### src/design/ecfx_defs.vh
// constants for the channel control configuration bank
`ifndef ECFX_DEFS_VH
`define ECFX_DEFS_VH

// register offsets (byte addresses on the 8-bit register port)
`define ECFX_ADDR_IDLE_CFG      8'h32
`define ECFX_ADDR_IDLE_MASK     8'h33
`define ECFX_ADDR_IDLE_PAT      8'h34
`define ECFX_ADDR_FRAME_CFG     8'h60
`define ECFX_ADDR_PIN_MASK      8'h6b
`define ECFX_ADDR_PIN_ACT       8'h6c
`define ECFX_ADDR_FBIT_ACT      8'h6d
`define ECFX_ADDR_MON_SEL       8'h6f
`define ECFX_ADDR_IDLE_STAT0    8'h70

// reset values
`define ECFX_RST_IDLE_CFG       6'h1d
`define ECFX_RST_IDLE_MASK      8'h00
`define ECFX_RST_IDLE_PAT       8'h55
`define ECFX_RST_FRAME_CFG      7'h00
`define ECFX_RST_PIN_MASK       6'h3f
`define ECFX_RST_PIN_ACT        6'h00
`define ECFX_RST_FBIT_ACT       6'h00
`define ECFX_RST_MON_SEL        8'hfe

// action field positions, shared by pin and frame-bit action registers
`define ECFX_ACT_CONV           0
`define ECFX_ACT_COEFF          1
`define ECFX_ACT_METER          2
`define ECFX_ACT_FREEZE         3
`define ECFX_ACT_NLP            4
`define ECFX_ACT_BYPASS         5

// idle configuration field positions
`define ECFX_IDLE_SRC           0
`define ECFX_IDLE_MODE          1
`define ECFX_IDLE_IV_LO         2
`define ECFX_IDLE_IV_HI         4
`define ECFX_IDLE_EN            5

// frame bit selector and pin mask positions
`define ECFX_FSEL_LO            2
`define ECFX_FSEL_HI            3
`define ECFX_PMASK_FLEX         0

// monitor codes with internal sources
`define ECFX_MON_IDLE           4'h0
`define ECFX_MON_RI_TEST        4'hc
`define ECFX_MON_SI_TEST        4'hd

// protection intervals in milliseconds, and the frame period in microseconds
`define ECFX_IV0_MS             64
`define ECFX_IV1_MS             128
`define ECFX_IV2_MS             512
`define ECFX_IV3_MS             1000
`define ECFX_IV4_MS             4100
`define ECFX_IV5_MS             8200
`define ECFX_IV6_MS             32800
`define ECFX_IV7_MS             65500
`define ECFX_FRAME_US           125

`endif

### src/design/ecfx_ctrl.v
// per-channel control mapping, monitor selection and idle detection for the echo canceller
`timescale 1ns/1ns
`default_nettype none
`include "ecfx_defs.vh"

module ecfx_ctrl #(
    parameter NCHAN = 32,
    parameter CHW = 5,
    parameter FRAME_US = `ECFX_FRAME_US
) (
    input wire I_REF_CLK,
    input wire I_ARST_N,
    // register port
    input wire [7:0] I_ADDR,
    input wire [7:0] I_WDATA,
    input wire I_WR,
    input wire I_RD,
    output reg [7:0] O_RDATA,
    // per-sample channel stream
    input wire I_SAMPLE_VALID,
    input wire [CHW-1:0] I_CHAN,
    input wire [7:0] I_RECV_IN,
    input wire [7:0] I_SEND_IN,
    input wire [2:0] I_CTRL_FRAME_BITS,
    input wire I_FLEX_CONTROL_PIN,
    input wire I_HOST_ONLY_CONTROL,
    input wire I_HOST_DISABLE,
    input wire I_HOST_NLP_OFF,
    input wire I_HOST_FREEZE,
    input wire I_HOST_CONV_DISABLE,
    // monitor sources of the current time slot
    input wire [CHW-1:0] I_SLOT,
    input wire [CHW-1:0] I_TEST_CHANNEL_SELECT,
    input wire I_RECV_IN_TEST_STREAM,
    input wire I_SEND_IN_TEST_STREAM,
    input wire [15:0] I_DETECT,
    // per-channel control results
    output reg O_CTRL_VALID,
    output reg [CHW-1:0] O_CTRL_CHAN,
    output reg O_BYPASS,
    output reg O_NLP_OFF,
    output reg O_FREEZE,
    output reg O_METER_RESET,
    output reg O_COEFF_RESET,
    output reg O_CONV_DISABLE,
    output reg O_IDLE,
    // flexible monitor pins
    output reg O_MONITOR_PIN_A,
    output reg O_MONITOR_PIN_B
);

    // frame counts for each protection interval
    localparam [19:0] IV0 = (`ECFX_IV0_MS * 1000) / FRAME_US;
    localparam [19:0] IV1 = (`ECFX_IV1_MS * 1000) / FRAME_US;
    localparam [19:0] IV2 = (`ECFX_IV2_MS * 1000) / FRAME_US;
    localparam [19:0] IV3 = (`ECFX_IV3_MS * 1000) / FRAME_US;
    localparam [19:0] IV4 = (`ECFX_IV4_MS * 1000) / FRAME_US;
    localparam [19:0] IV5 = (`ECFX_IV5_MS * 1000) / FRAME_US;
    localparam [19:0] IV6 = (`ECFX_IV6_MS * 1000) / FRAME_US;
    localparam [19:0] IV7 = (`ECFX_IV7_MS * 1000) / FRAME_US;
    localparam NSTAT = (NCHAN + 7) / 8;

    // configuration registers
    // write protection is not modelled: every configuration register is writable at any time
    reg [5:0] idle_detect_config;
    reg [7:0] idle_compare_mask;
    reg [7:0] idle_compare_pattern;
    reg [6:0] frame_cfg;
    reg [5:0] flex_pin_mask;
    reg [5:0] pin_action_config;
    reg [5:0] frame_bit_action_config;
    reg [7:0] monitor_pin_select;

    // per-channel idle state
    reg [19:0] idle_timer [0:NCHAN-1];
    reg [7:0] last_sample [0:NCHAN-1];
    reg [NCHAN-1:0] idle_status_flag;

    // frame count of the selected protection interval, minus one
    // minus one because the matching sample that reaches the limit sets the flag
    function [19:0] iv_limit;
        input [2:0] code;
        begin
            case (code)
                3'h0: iv_limit = IV0 - 20'h00001;
                3'h1: iv_limit = IV1 - 20'h00001;
                3'h2: iv_limit = IV2 - 20'h00001;
                3'h3: iv_limit = IV3 - 20'h00001;
                3'h4: iv_limit = IV4 - 20'h00001;
                3'h5: iv_limit = IV5 - 20'h00001;
                3'h6: iv_limit = IV6 - 20'h00001;
                default: iv_limit = IV7 - 20'h00001;
            endcase
        end
    endfunction

    // one monitor pin level from a four-bit code
    // codes without an internal source take the detector bit of the same number
    function mon_pick;
        input [3:0] code;
        input [15:0] src;
        begin
            mon_pick = src[code];
        end
    endfunction

    // field decode
    wire idle_en = idle_detect_config[`ECFX_IDLE_EN];
    wire idle_mode = idle_detect_config[`ECFX_IDLE_MODE];
    wire idle_src = idle_detect_config[`ECFX_IDLE_SRC];
    wire [2:0] idle_interval_code = idle_detect_config[`ECFX_IDLE_IV_HI:`ECFX_IDLE_IV_LO];
    wire [1:0] frame_bit_selector = frame_cfg[`ECFX_FSEL_HI:`ECFX_FSEL_LO];
    wire [3:0] monitor_a_code = monitor_pin_select[7:4];
    wire [3:0] monitor_b_code = monitor_pin_select[3:0];

    // register writes
    always @(posedge I_REF_CLK or negedge I_ARST_N)
    begin
        if (!I_ARST_N)
        begin
            idle_detect_config <= `ECFX_RST_IDLE_CFG;
            idle_compare_mask <= `ECFX_RST_IDLE_MASK;
            idle_compare_pattern <= `ECFX_RST_IDLE_PAT;
            frame_cfg <= `ECFX_RST_FRAME_CFG;
            flex_pin_mask <= `ECFX_RST_PIN_MASK;
            pin_action_config <= `ECFX_RST_PIN_ACT;
            frame_bit_action_config <= `ECFX_RST_FBIT_ACT;
            monitor_pin_select <= `ECFX_RST_MON_SEL;
        end
        else if (I_WR)
        begin
            case (I_ADDR)
                `ECFX_ADDR_IDLE_CFG: idle_detect_config <= I_WDATA[5:0];
                `ECFX_ADDR_IDLE_MASK: idle_compare_mask <= I_WDATA;
                `ECFX_ADDR_IDLE_PAT: idle_compare_pattern <= I_WDATA;
                `ECFX_ADDR_FRAME_CFG: frame_cfg <= I_WDATA[6:0];
                `ECFX_ADDR_PIN_MASK: flex_pin_mask <= I_WDATA[5:0];
                `ECFX_ADDR_PIN_ACT: pin_action_config <= I_WDATA[5:0];
                `ECFX_ADDR_FBIT_ACT: frame_bit_action_config <= I_WDATA[5:0];
                `ECFX_ADDR_MON_SEL: monitor_pin_select <= I_WDATA;
                default: ;
            endcase
        end
    end

    // read mux; idle flags of eight channels per status byte
    // status bytes are read only; writes to them fall into the default branch
    reg [7:0] next_rdata;
    integer s;
    always @*
    begin
        next_rdata = 8'h00;
        case (I_ADDR)
            `ECFX_ADDR_IDLE_CFG: next_rdata = {2'b00, idle_detect_config};
            `ECFX_ADDR_IDLE_MASK: next_rdata = idle_compare_mask;
            `ECFX_ADDR_IDLE_PAT: next_rdata = idle_compare_pattern;
            `ECFX_ADDR_FRAME_CFG: next_rdata = {1'b0, frame_cfg};
            `ECFX_ADDR_PIN_MASK: next_rdata = {2'b00, flex_pin_mask};
            `ECFX_ADDR_PIN_ACT: next_rdata = {2'b00, pin_action_config};
            `ECFX_ADDR_FBIT_ACT: next_rdata = {2'b00, frame_bit_action_config};
            `ECFX_ADDR_MON_SEL: next_rdata = monitor_pin_select;
            default:
            begin
                for (s = 0; s < NSTAT; s = s + 1)
                begin
                    if (I_ADDR == `ECFX_ADDR_IDLE_STAT0 + s[7:0])
                        next_rdata = stat_byte(s);
                end
            end
        endcase
    end

    function [7:0] stat_byte;
        input integer idx;
        integer b;
        begin
            stat_byte = 8'h00;
            for (b = 0; b < 8; b = b + 1)
            begin
                if (idx * 8 + b < NCHAN)
                    stat_byte[b] = idle_status_flag[idx * 8 + b];
            end
        end
    endfunction

    always @(posedge I_REF_CLK or negedge I_ARST_N)
    begin
        if (!I_ARST_N)
            O_RDATA <= 8'h00;
        else if (I_RD)
            O_RDATA <= next_rdata;
        // data stand one cycle, so an old answer is never taken for a new one
        else
            O_RDATA <= 8'h00;
    end

    // flexible frame bit from the channel control frame
    reg flexible_frame_bit;
    always @*
    begin
        case (frame_bit_selector)
            2'b11: flexible_frame_bit = I_CTRL_FRAME_BITS[2];
            2'b10: flexible_frame_bit = I_CTRL_FRAME_BITS[1];
            2'b01: flexible_frame_bit = I_CTRL_FRAME_BITS[0];
            // selector 00 leaves the frame bit unused
            default: flexible_frame_bit = 1'b0;
        endcase
    end

    // flexible pin counts only while unmasked
    wire flexible_control_pin = I_FLEX_CONTROL_PIN & ~flex_pin_mask[`ECFX_PMASK_FLEX];

    // per-action enables from frame bit and pin
    wire [5:0] fx_act = {6{flexible_frame_bit}} & frame_bit_action_config;
    wire [5:0] fp_act = {6{flexible_control_pin}} & pin_action_config;

    // idle detection on the current sample
    wire [7:0] cmp_sample = idle_src ? I_SEND_IN : I_RECV_IN;
    wire [7:0] cmp_ref = idle_mode ? last_sample[I_CHAN] : idle_compare_pattern;
    wire cmp_match = ((cmp_sample ^ cmp_ref) & ~idle_compare_mask) == 8'h00;
    wire [19:0] cur_timer = idle_timer[I_CHAN];
    wire cur_idle = idle_status_flag[I_CHAN];

    integer c;
    always @(posedge I_REF_CLK or negedge I_ARST_N)
    begin
        if (!I_ARST_N)
        begin
            idle_status_flag <= {NCHAN{1'b0}};
            for (c = 0; c < NCHAN; c = c + 1)
            begin
                idle_timer[c] <= 20'h00000;
                last_sample[c] <= 8'h00;
            end
        end
        else if (I_SAMPLE_VALID)
        begin
            // kept even with detection off, so comparison mode starts from real data
            last_sample[I_CHAN] <= cmp_sample;
            if (!idle_en)
            begin
                // detection inactive: nothing accumulates
                idle_timer[I_CHAN] <= 20'h00000;
                idle_status_flag[I_CHAN] <= 1'b0;
            end
            else if (!cmp_match)
            begin
                idle_timer[I_CHAN] <= 20'h00000;
                idle_status_flag[I_CHAN] <= 1'b0;
            end
            // the timer stops at the limit; the flag holds while samples keep matching
            else if (cur_timer >= iv_limit(idle_interval_code))
                idle_status_flag[I_CHAN] <= 1'b1;
            else
                idle_timer[I_CHAN] <= cur_timer + 20'h00001;
        end
    end

    // idle of the current channel as a control source, taken before this sample's update
    wire idle_src_act = idle_en & cur_idle;

    // hardware sources combined per action
    wire hw_bypass = fx_act[`ECFX_ACT_BYPASS] | fp_act[`ECFX_ACT_BYPASS] | idle_src_act;
    wire hw_nlp = fx_act[`ECFX_ACT_NLP] | fp_act[`ECFX_ACT_NLP];
    wire hw_freeze = fx_act[`ECFX_ACT_FREEZE] | fp_act[`ECFX_ACT_FREEZE];
    wire hw_meter = fx_act[`ECFX_ACT_METER] | fp_act[`ECFX_ACT_METER] | idle_src_act;
    wire hw_coeff = fx_act[`ECFX_ACT_COEFF] | fp_act[`ECFX_ACT_COEFF] | idle_src_act;
    wire hw_conv = fx_act[`ECFX_ACT_CONV] | fp_act[`ECFX_ACT_CONV];

    // host bit ored with the hardware source; host-only control drops the hardware side
    function ctl_merge;
        input host_bit;
        input hw_bit;
        input host_only;
        begin
            ctl_merge = host_bit | (~host_only & hw_bit);
        end
    endfunction

    wire next_bypass = ctl_merge(I_HOST_DISABLE, hw_bypass, I_HOST_ONLY_CONTROL);
    wire next_nlp = ctl_merge(I_HOST_NLP_OFF, hw_nlp, I_HOST_ONLY_CONTROL);
    wire next_freeze = ctl_merge(I_HOST_FREEZE, hw_freeze, I_HOST_ONLY_CONTROL);
    wire next_meter = ctl_merge(I_HOST_DISABLE, hw_meter, I_HOST_ONLY_CONTROL);
    wire next_coeff = ctl_merge(I_HOST_DISABLE, hw_coeff, I_HOST_ONLY_CONTROL);
    wire next_conv = ctl_merge(I_HOST_CONV_DISABLE, hw_conv, I_HOST_ONLY_CONTROL);

    always @(posedge I_REF_CLK or negedge I_ARST_N)
    begin
        if (!I_ARST_N)
        begin
            O_CTRL_VALID <= 1'b0;
            O_CTRL_CHAN <= {CHW{1'b0}};
            O_BYPASS <= 1'b0;
            O_NLP_OFF <= 1'b0;
            O_FREEZE <= 1'b0;
            O_METER_RESET <= 1'b0;
            O_COEFF_RESET <= 1'b0;
            O_CONV_DISABLE <= 1'b0;
            O_IDLE <= 1'b0;
        end
        else
        begin
            O_CTRL_VALID <= I_SAMPLE_VALID;
            if (I_SAMPLE_VALID)
            begin
                O_CTRL_CHAN <= I_CHAN;
                O_BYPASS <= next_bypass;
                O_NLP_OFF <= next_nlp;
                O_FREEZE <= next_freeze;
                O_METER_RESET <= next_meter;
                O_COEFF_RESET <= next_coeff;
                O_CONV_DISABLE <= next_conv;
                O_IDLE <= cur_idle;
            end
        end
    end

    // monitor source vector for the current time slot
    // test streams read zero outside the chosen test slot
    wire test_slot = (I_SLOT == I_TEST_CHANNEL_SELECT);
    wire [15:0] mon_src = {
        I_DETECT[15:14],
        I_SEND_IN_TEST_STREAM & test_slot,
        I_RECV_IN_TEST_STREAM & test_slot,
        I_DETECT[11:8],
        I_DETECT[7:4],
        I_DETECT[3:1],
        idle_status_flag[I_SLOT]
    };

    always @(posedge I_REF_CLK or negedge I_ARST_N)
    begin
        if (!I_ARST_N)
        begin
            O_MONITOR_PIN_A <= 1'b0;
            O_MONITOR_PIN_B <= 1'b0;
        end
        else
        begin
            O_MONITOR_PIN_A <= mon_pick(monitor_a_code, mon_src);
            O_MONITOR_PIN_B <= mon_pick(monitor_b_code, mon_src);
        end
    end

endmodule
`default_nettype wire

### config.mk
export PLATFORM = sky130hd
export DESIGN_NAME = ecfx_ctrl
export DESIGN_NICKNAME = d
export VERILOG_FILES = /design/src/design/ecfx_ctrl.v
export VERILOG_INCLUDE_DIRS = /design/src /design/src/design
export SDC_FILE = /design/constraint.sdc
export NUM_CORES = 2
export LEC_CHECK = 0
export BUFFER_PORTS_ARGS = -buffer_cell sky130_fd_sc_hd__buf_4
export CAP_MARGIN = 10
export CORE_MARGIN = 3
export CORE_UTILIZATION = 60
export CTS_CLUSTER_DIAMETER = 50
export DETAILED_ROUTE_END_ITERATION = 10
export PLACE_DENSITY = 0.77
export SETUP_SLACK_MARGIN = 0.3
export SLEW_MARGIN = 20
export SYNTH_ARGS = -nofsm -noshare
export SYNTH_HDL_FRONTEND = slang
export SYNTH_SLANG_ARGS = --single-unit
export TNS_END_PERCENT = 10
### constraint.sdc
create_clock -name I_REF_CLK -period 4.5 [get_ports I_REF_CLK]
set_clock_uncertainty 0.15 [all_clocks]
set_input_delay 0.45 -clock I_REF_CLK [delete_from_list [all_inputs] [get_ports I_REF_CLK]]
set_output_delay 0.45 -clock I_REF_CLK [all_outputs]
set_load 0.02 [all_outputs]
== After elaboration in Yosys (flattened, before gate mapping) ==
Index checks and enable logic that the tools add are counted.

* Div/mod/pow operators: 0
* Reductions and logical operators: 14
* Shift-type cells: 0
* Add/sub/neg operators: 1
* Multipliers: 0
* Bitwise operators: 38
* Equality and inequality tests: 24
* Order comparisons: 8
* Muxes and demuxes: 41

{| class="wikitable"
|+ Operators with widths
! cell !! number
|-
| 640-bit 2-to-1 mux || 3
|-
| 640-bit AND || 1
|-
| 640-bit bitwise mux || 1
|-
| 640-bit NOT || 1
|-
| 256-bit bitwise mux || 1
|-
| 19-bit case mux with 7 select lines || 1
|-
| 20-bit 2-to-1 mux || 6
|-
| 20-bit binary-select mux with 5-bit select || 1
|-
| 20-bit demux with 5-bit select || 1
|-
| 32-bit 2-to-1 mux || 3
|-
| 8-bit 2-to-1 mux || 10
|-
| 8-bit by 7-bit == test with 1-bit output (second input constant) || 9
|-
| 8-bit case mux with 8 select lines || 1
|-
| 8-bit binary-select mux with 5-bit select || 1
|-
| 8-bit demux with 5-bit select || 1
|-
| 32-bit AND || 1
|-
| 32-bit NOT || 1
|-
| 32-bit bitwise OR || 1
|-
| 8-bit by 6-bit == test with 1-bit output (second input constant) || 3
|-
| 20-bit by 1-bit adder with 20-bit output (second input constant) || 1
|-
| 20-bit greater-or-equal comparator || 1
|-
| 2-bit AND reduction || 10
|-
| 1-bit bitwise OR || 15
|-
| 6-bit AND || 2
|-
| other kinds (27) || 50
|}

* Output and inout bits: 23
* Bits in registers: 1006
* Input port bits: 79
* Memory bits (writable): 0
* Memory bits (read-only): 0
* Word-level logic and storage cells: 211
* Latch bits: 0
* Memories: 0

== Depth between registers and ports, before layout ==
* Depth in word-level cells: 15
* Depth in mapped cells: 25
* Mapped depth without buffers: 14

== Worst setup path before layout ==
Ideal clock, no wire load.

* Path kind: input port to flip-flop
* Start: in I_CHAN[1]
* End: reg idle_timer[631] (netlist bit)
* Path buffers: 12
* Required time: 4.218 ns
* Data arrival time: 5.102 ns
* Stages on the path: 25
* Slack: -0.884 ns
* Library setup time: 0.132 ns
* Cells stage by stage: buf_6 buf_6 buf_6 buf_6 buf_6 buf_6 buf_6 buf_6 buf_6 mux2i_1 o22ai_1 or4_1 a221oi_1 o21ai_1 ha_1 a221oi_1 o21bai_1 a2111o_1 and2_1 a31oi_4 buf_4 o21ai_1 buf_2 buf_2 o2bb2ai_1

* Longest elaborated chain between the ends: 10
* Elaborated cells between the ends (all ways): 26
* Classes of those cells: add/sub (1); order compare (3); eq/ne (1); mux (13); bitwise (5); reduce/logical (3)

{| class="wikitable"
|+ RTL lines
! what !! line !! RTL
|-
| start, declared || ecfx_ctrl.v:21 || <nowiki>input wire [CHW-1:0] I_CHAN,</nowiki>
|-
| 5-bit NOT with 6-bit output (not written as such) (*) || - ||
|-
| branches (longest 9 deep; another with 20-bit by 1-bit adder with 20-bit output) || - ||
|-
| end signal, assigned by index || ecfx_ctrl.v:255 || <nowiki>idle_timer[I_CHAN] <= cur_timer + 20'h00001;</nowiki>
|-
| end, declared || ecfx_ctrl.v:75 || <nowiki>reg [19:0] idle_timer [0:NCHAN-1];</nowiki>
|}

Every way passes the cells marked *. The select of a mux whose other input is x is not followed.
A chain may end at the register's enable or synchronous reset.

== Worst setup path after layout ==
* Start: in I_CHAN[1]
* End: reg idle_timer[117] (netlist bit)

Same word-level chain as after synthesis.

==> results.toml <==
[yosys]
synthCells = 4042
syn-cell-area_mm2 = 0.0474
syn_avg_cell_area_um2 = 11.7
ys_async_sr_fraction_pct = 100
yosys_warnings = 0
ys.flop_type = "dfrtp_1"
ys_types = 85
synth_seq_cells = 1006
synth_fp_nets = 4134
synth_edf_count = 0
yosysSeqAreaShare_pct = 53.2

[floorplan]
fp.dieH_um = 287
fp.dieW_um = 287
fp.coreArea_mm2 = 0.0778
top_level_ports = 102
start_util_pct = 60.8
num_rows = 102
die_area_mm2 = 0.0824

[worst_setup_path]
crit_path_start_kind = "input pin"
path_class = "input pin to register"
required_ns = 4.94
endpoint_kind = "register"
arrival_ns = 5.13
timing.rr.start = "idle_timer[113]$_DFFE_PN0P_"
setup.worst_path.start = "I_CHAN[1]"
cp_max_fo = 28

[place]
hpwlAfterDp_um = 133000
place.gp.congestion = 1.03
port_buffers = 98
dp_slack_ns = -0.743

[pwr]
p_clk_share_pct = 43.3
power_frac_seq_pct = 45.3
netSwitchingFraction_pct = 26.6
vdd_drop_max_v = 0.000361
p_comb_share_pct = 11.4
leakagePower_nw = 27.2
internal_power_mw = 16.5
power.switching_mw = 5.98
power.density_mw_per_mm2 = 373

[clock_network]
cts.sinks = 1006
root_buffer = "clkbuf_16"
cts_tree = "built"
htreeDepth = 3
clockBufferDepth = 3
cts_made_buffers = 113
clk_latency_ns = 0.72
cts.reportedPaths.clkPinSlew_ns = 0.06

[grt]
first_global_vias = 40800
grt_pass1_wl_um = 277000
antenna_found_initial = 7
grt_use_total_pct = 46.3
grt_max_degree = 124
grt_overflow = 0

[final_layout]
drive_gt1_share_pct = 29.6
nNetsFinal = 4627
synthToLayoutAreaGrowth_pct = 27.2

[route]
ant_nets = 0
wl_um = 198000
first_pass_iters = 9
wl_per_cell_um = 34.9
num_vias = 41800
drt_iter0_markers = 6087
drt_drc_violations_left = 0
vias_per_cell = 7.36

[min_path]
min_path_type = "input pin to register"
hp-start = "I_RECV_IN[2]"

[timing]
worst_pin_slew_ns = 1.45
period_minus_slack_ns = 4.69
final_hold_viol_count = 0
period_share_pct = 104
timing.hold.ws_ns = 0.00777
rsz0062_at_grt = "yes"
slew_violations = 0
setup_slack_ns = -0.186
setup_viol = 419
slew_headroom_pct = 3.31
fmaxAchievable_ghz = 0.213

[run_status]
status = "finished, violations left"
violations = "setup timing"

[flow_run]
cap_violations = 0
## area by class of cell
type | instances | area [um2]
tap | 1040 | 1300
clock buffer | 152 | 3160
sequential | 1006 | 25200
timing repair buffer | 765 | 7690
multi-input combinational | 2602 | 22000
fill | 4853 | 17600
inverter | 47 | 176
antenna | 6 | 15.0
clock inverter | 56 | 751
## worst max-delay path, stage by stage
cell	delay [ns]
buf_12	0.27
buf_4	0.32
buf_4	0.22
mux2i_1	0.28
o22ai_1	0.14
nor4_1	0.44
nand2_1	0.14
buf_4	0.21
ha_1	0.19
a21o_1	0.15
a21o_1	0.17
a21oi_1	0.16
nor2_1	0.06
a2111o_1	0.36
and2_4	0.18
a31oi_4	0.19
buf_6	0.15
buf_6	0.13
buf_16	0.14
buf_6	0.11
o21ai_4	0.12
buf_12	0.19
a32o_2	0.25
## registers in the layout, summed over array words and instances (netlist names), 6 cells and up, named ones only
name and count:
idle_detect_config 6, frame_bit_action_config 6, O_RDATA 8, monitor_pin_select 8, idle_compare_mask 8, last_sample 256, pin_action_config 6, idle_compare_pattern 8
flex_pin_mask 6, frame_cfg 7, idle_timer 640
## layout by cell type (no fill, tap or decap), types with 43 or more instances in the layout
cell,n
dfrtp_1,985
buf_4,569
mux2i_1,373
nand2_1,254
nor2_1,233
a21oi_1,210
o2bb2ai_1,182
a32o_1,154
o22ai_1,151
o21ai_0,144
clkbuf_16,123
mux2_2,119
buf_12,117
a22o_1,107
mux4_2,87
o2bb2ai_4,49
inv_1,46
o2bb2ai_2,46
nand3_1,43
## worst paths after layout
path / to / slack, ns / depth (start not counted)
max in group asynchronous: idle_timer[575]$_DFFE_PN0P_ / 2.64 / 3
worst max-delay path: idle_timer[117]$_DFFE_PN0P_ / -0.19 / 23
worst max register to register: idle_timer[117]$_DFFE_PN0P_ / -0.16 / 19
min in group asynchronous: idle_timer[524]$_DFFE_PN0P_ / 0.32 / 2
worst min register to register: last_sample[131]$_DFFE_PN0P_ / 0.33 / 2
worst min-delay path: last_sample[98]$_DFFE_PN0P_ / 0.008 / 3
## synth_stat cells (8+ instances only)
master	count	area, um2
dfrtp_1	985	24600
mux2i_1	386	3860
o2bb2ai_1	277	2430
nand2_1	256	961
nor2_1	235	882
a21oi_1	211	1060
clkbuf_1	195	732
a32o_1	156	1560
o22ai_1	153	957
o21ai_0	150	751
mux2_2	131	1480
buf_2	127	636
a22o_1	107	937
mux4_2	87	1960
inv_1	46	173
nand3_1	46	230
nor4_1	40	250
and3_1	34	213
nor3_1	30	150
a22oi_1	27	203
nand4_1	27	169
o21ai_1	27	135
buf_6	25	282
buf_4	24	180
dfstp_2	21	552
a222oi_1	17	170
nor2b_1	16	100
buf_1	15	56.3
and2_1	14	87.6
ha_1	13	163
a31oi_1	9	56.3
nor3b_1	9	67.6
mux2_1	8	90.1
xor2_1	8	70.1
## routing by layer
layer / routed length, um / track usage [%] / up-vias
met4: 15200 / 25.7 / 8
met5: 67 / 0 / -
met1: 71000 / 62.4 / 20900
met2: 81800 / 65.9 / 3476
met3: 30000 / 15.9 / 951
li1: - / - / 16400
## what timing repair did
item | CTS | global route
endpoints found under the hold margin | 140 | 0
endpoints found under the setup margin | 649 | 640
pin swaps | 1 | 119
hold buffers | 20 | 0
resized for setup | 16 | 269
setup buffers | 3 | 14
cloned | 1 | 12
## per-stage QoR
step	power (mW)	cell area (um2)	cells	utilization, %	TNS (ns)
5_1_grt	23.1	60300	5669	77.4	-33.52
2_1_floorplan	11.6	47700	4042	-	-374.68
6_report	22.5	60300	5674	77.4	-29.41
3_5_place_dp	12.7	53900	5410	69.3	-383.59
3_3_place_gp	12.6	53900	5410	69.3	-382.70
4_1_cts	22.3	58100	5642	74.7	0
## power by group through the flow
stage	combinational (mW)	sequential (mW)	clock, mW
floorplan	1.39	10.2	0
finish	2.56	10.2	9.74
global route	2.74	10.3	10.1
global placement	2.31	10.3	0
CTS	2.45	10.2	9.69
detailed placement	2.39	10.3	0
## logic make-up after synthesis
kind of cell               count (synthesis)  synth area share [%]
AOI/OAI and AO/OA                       1197                  18.6
xor gates and xnor gates                  12                 0.222
adders and majority gates                 13                 0.343
buffers and inverters                    434                  4.36
DFF                                     1006                  53.2
muxes                                    612                  15.6
and+or+nand+nor                          768                  7.67
(Power assumes the default switching activity.)
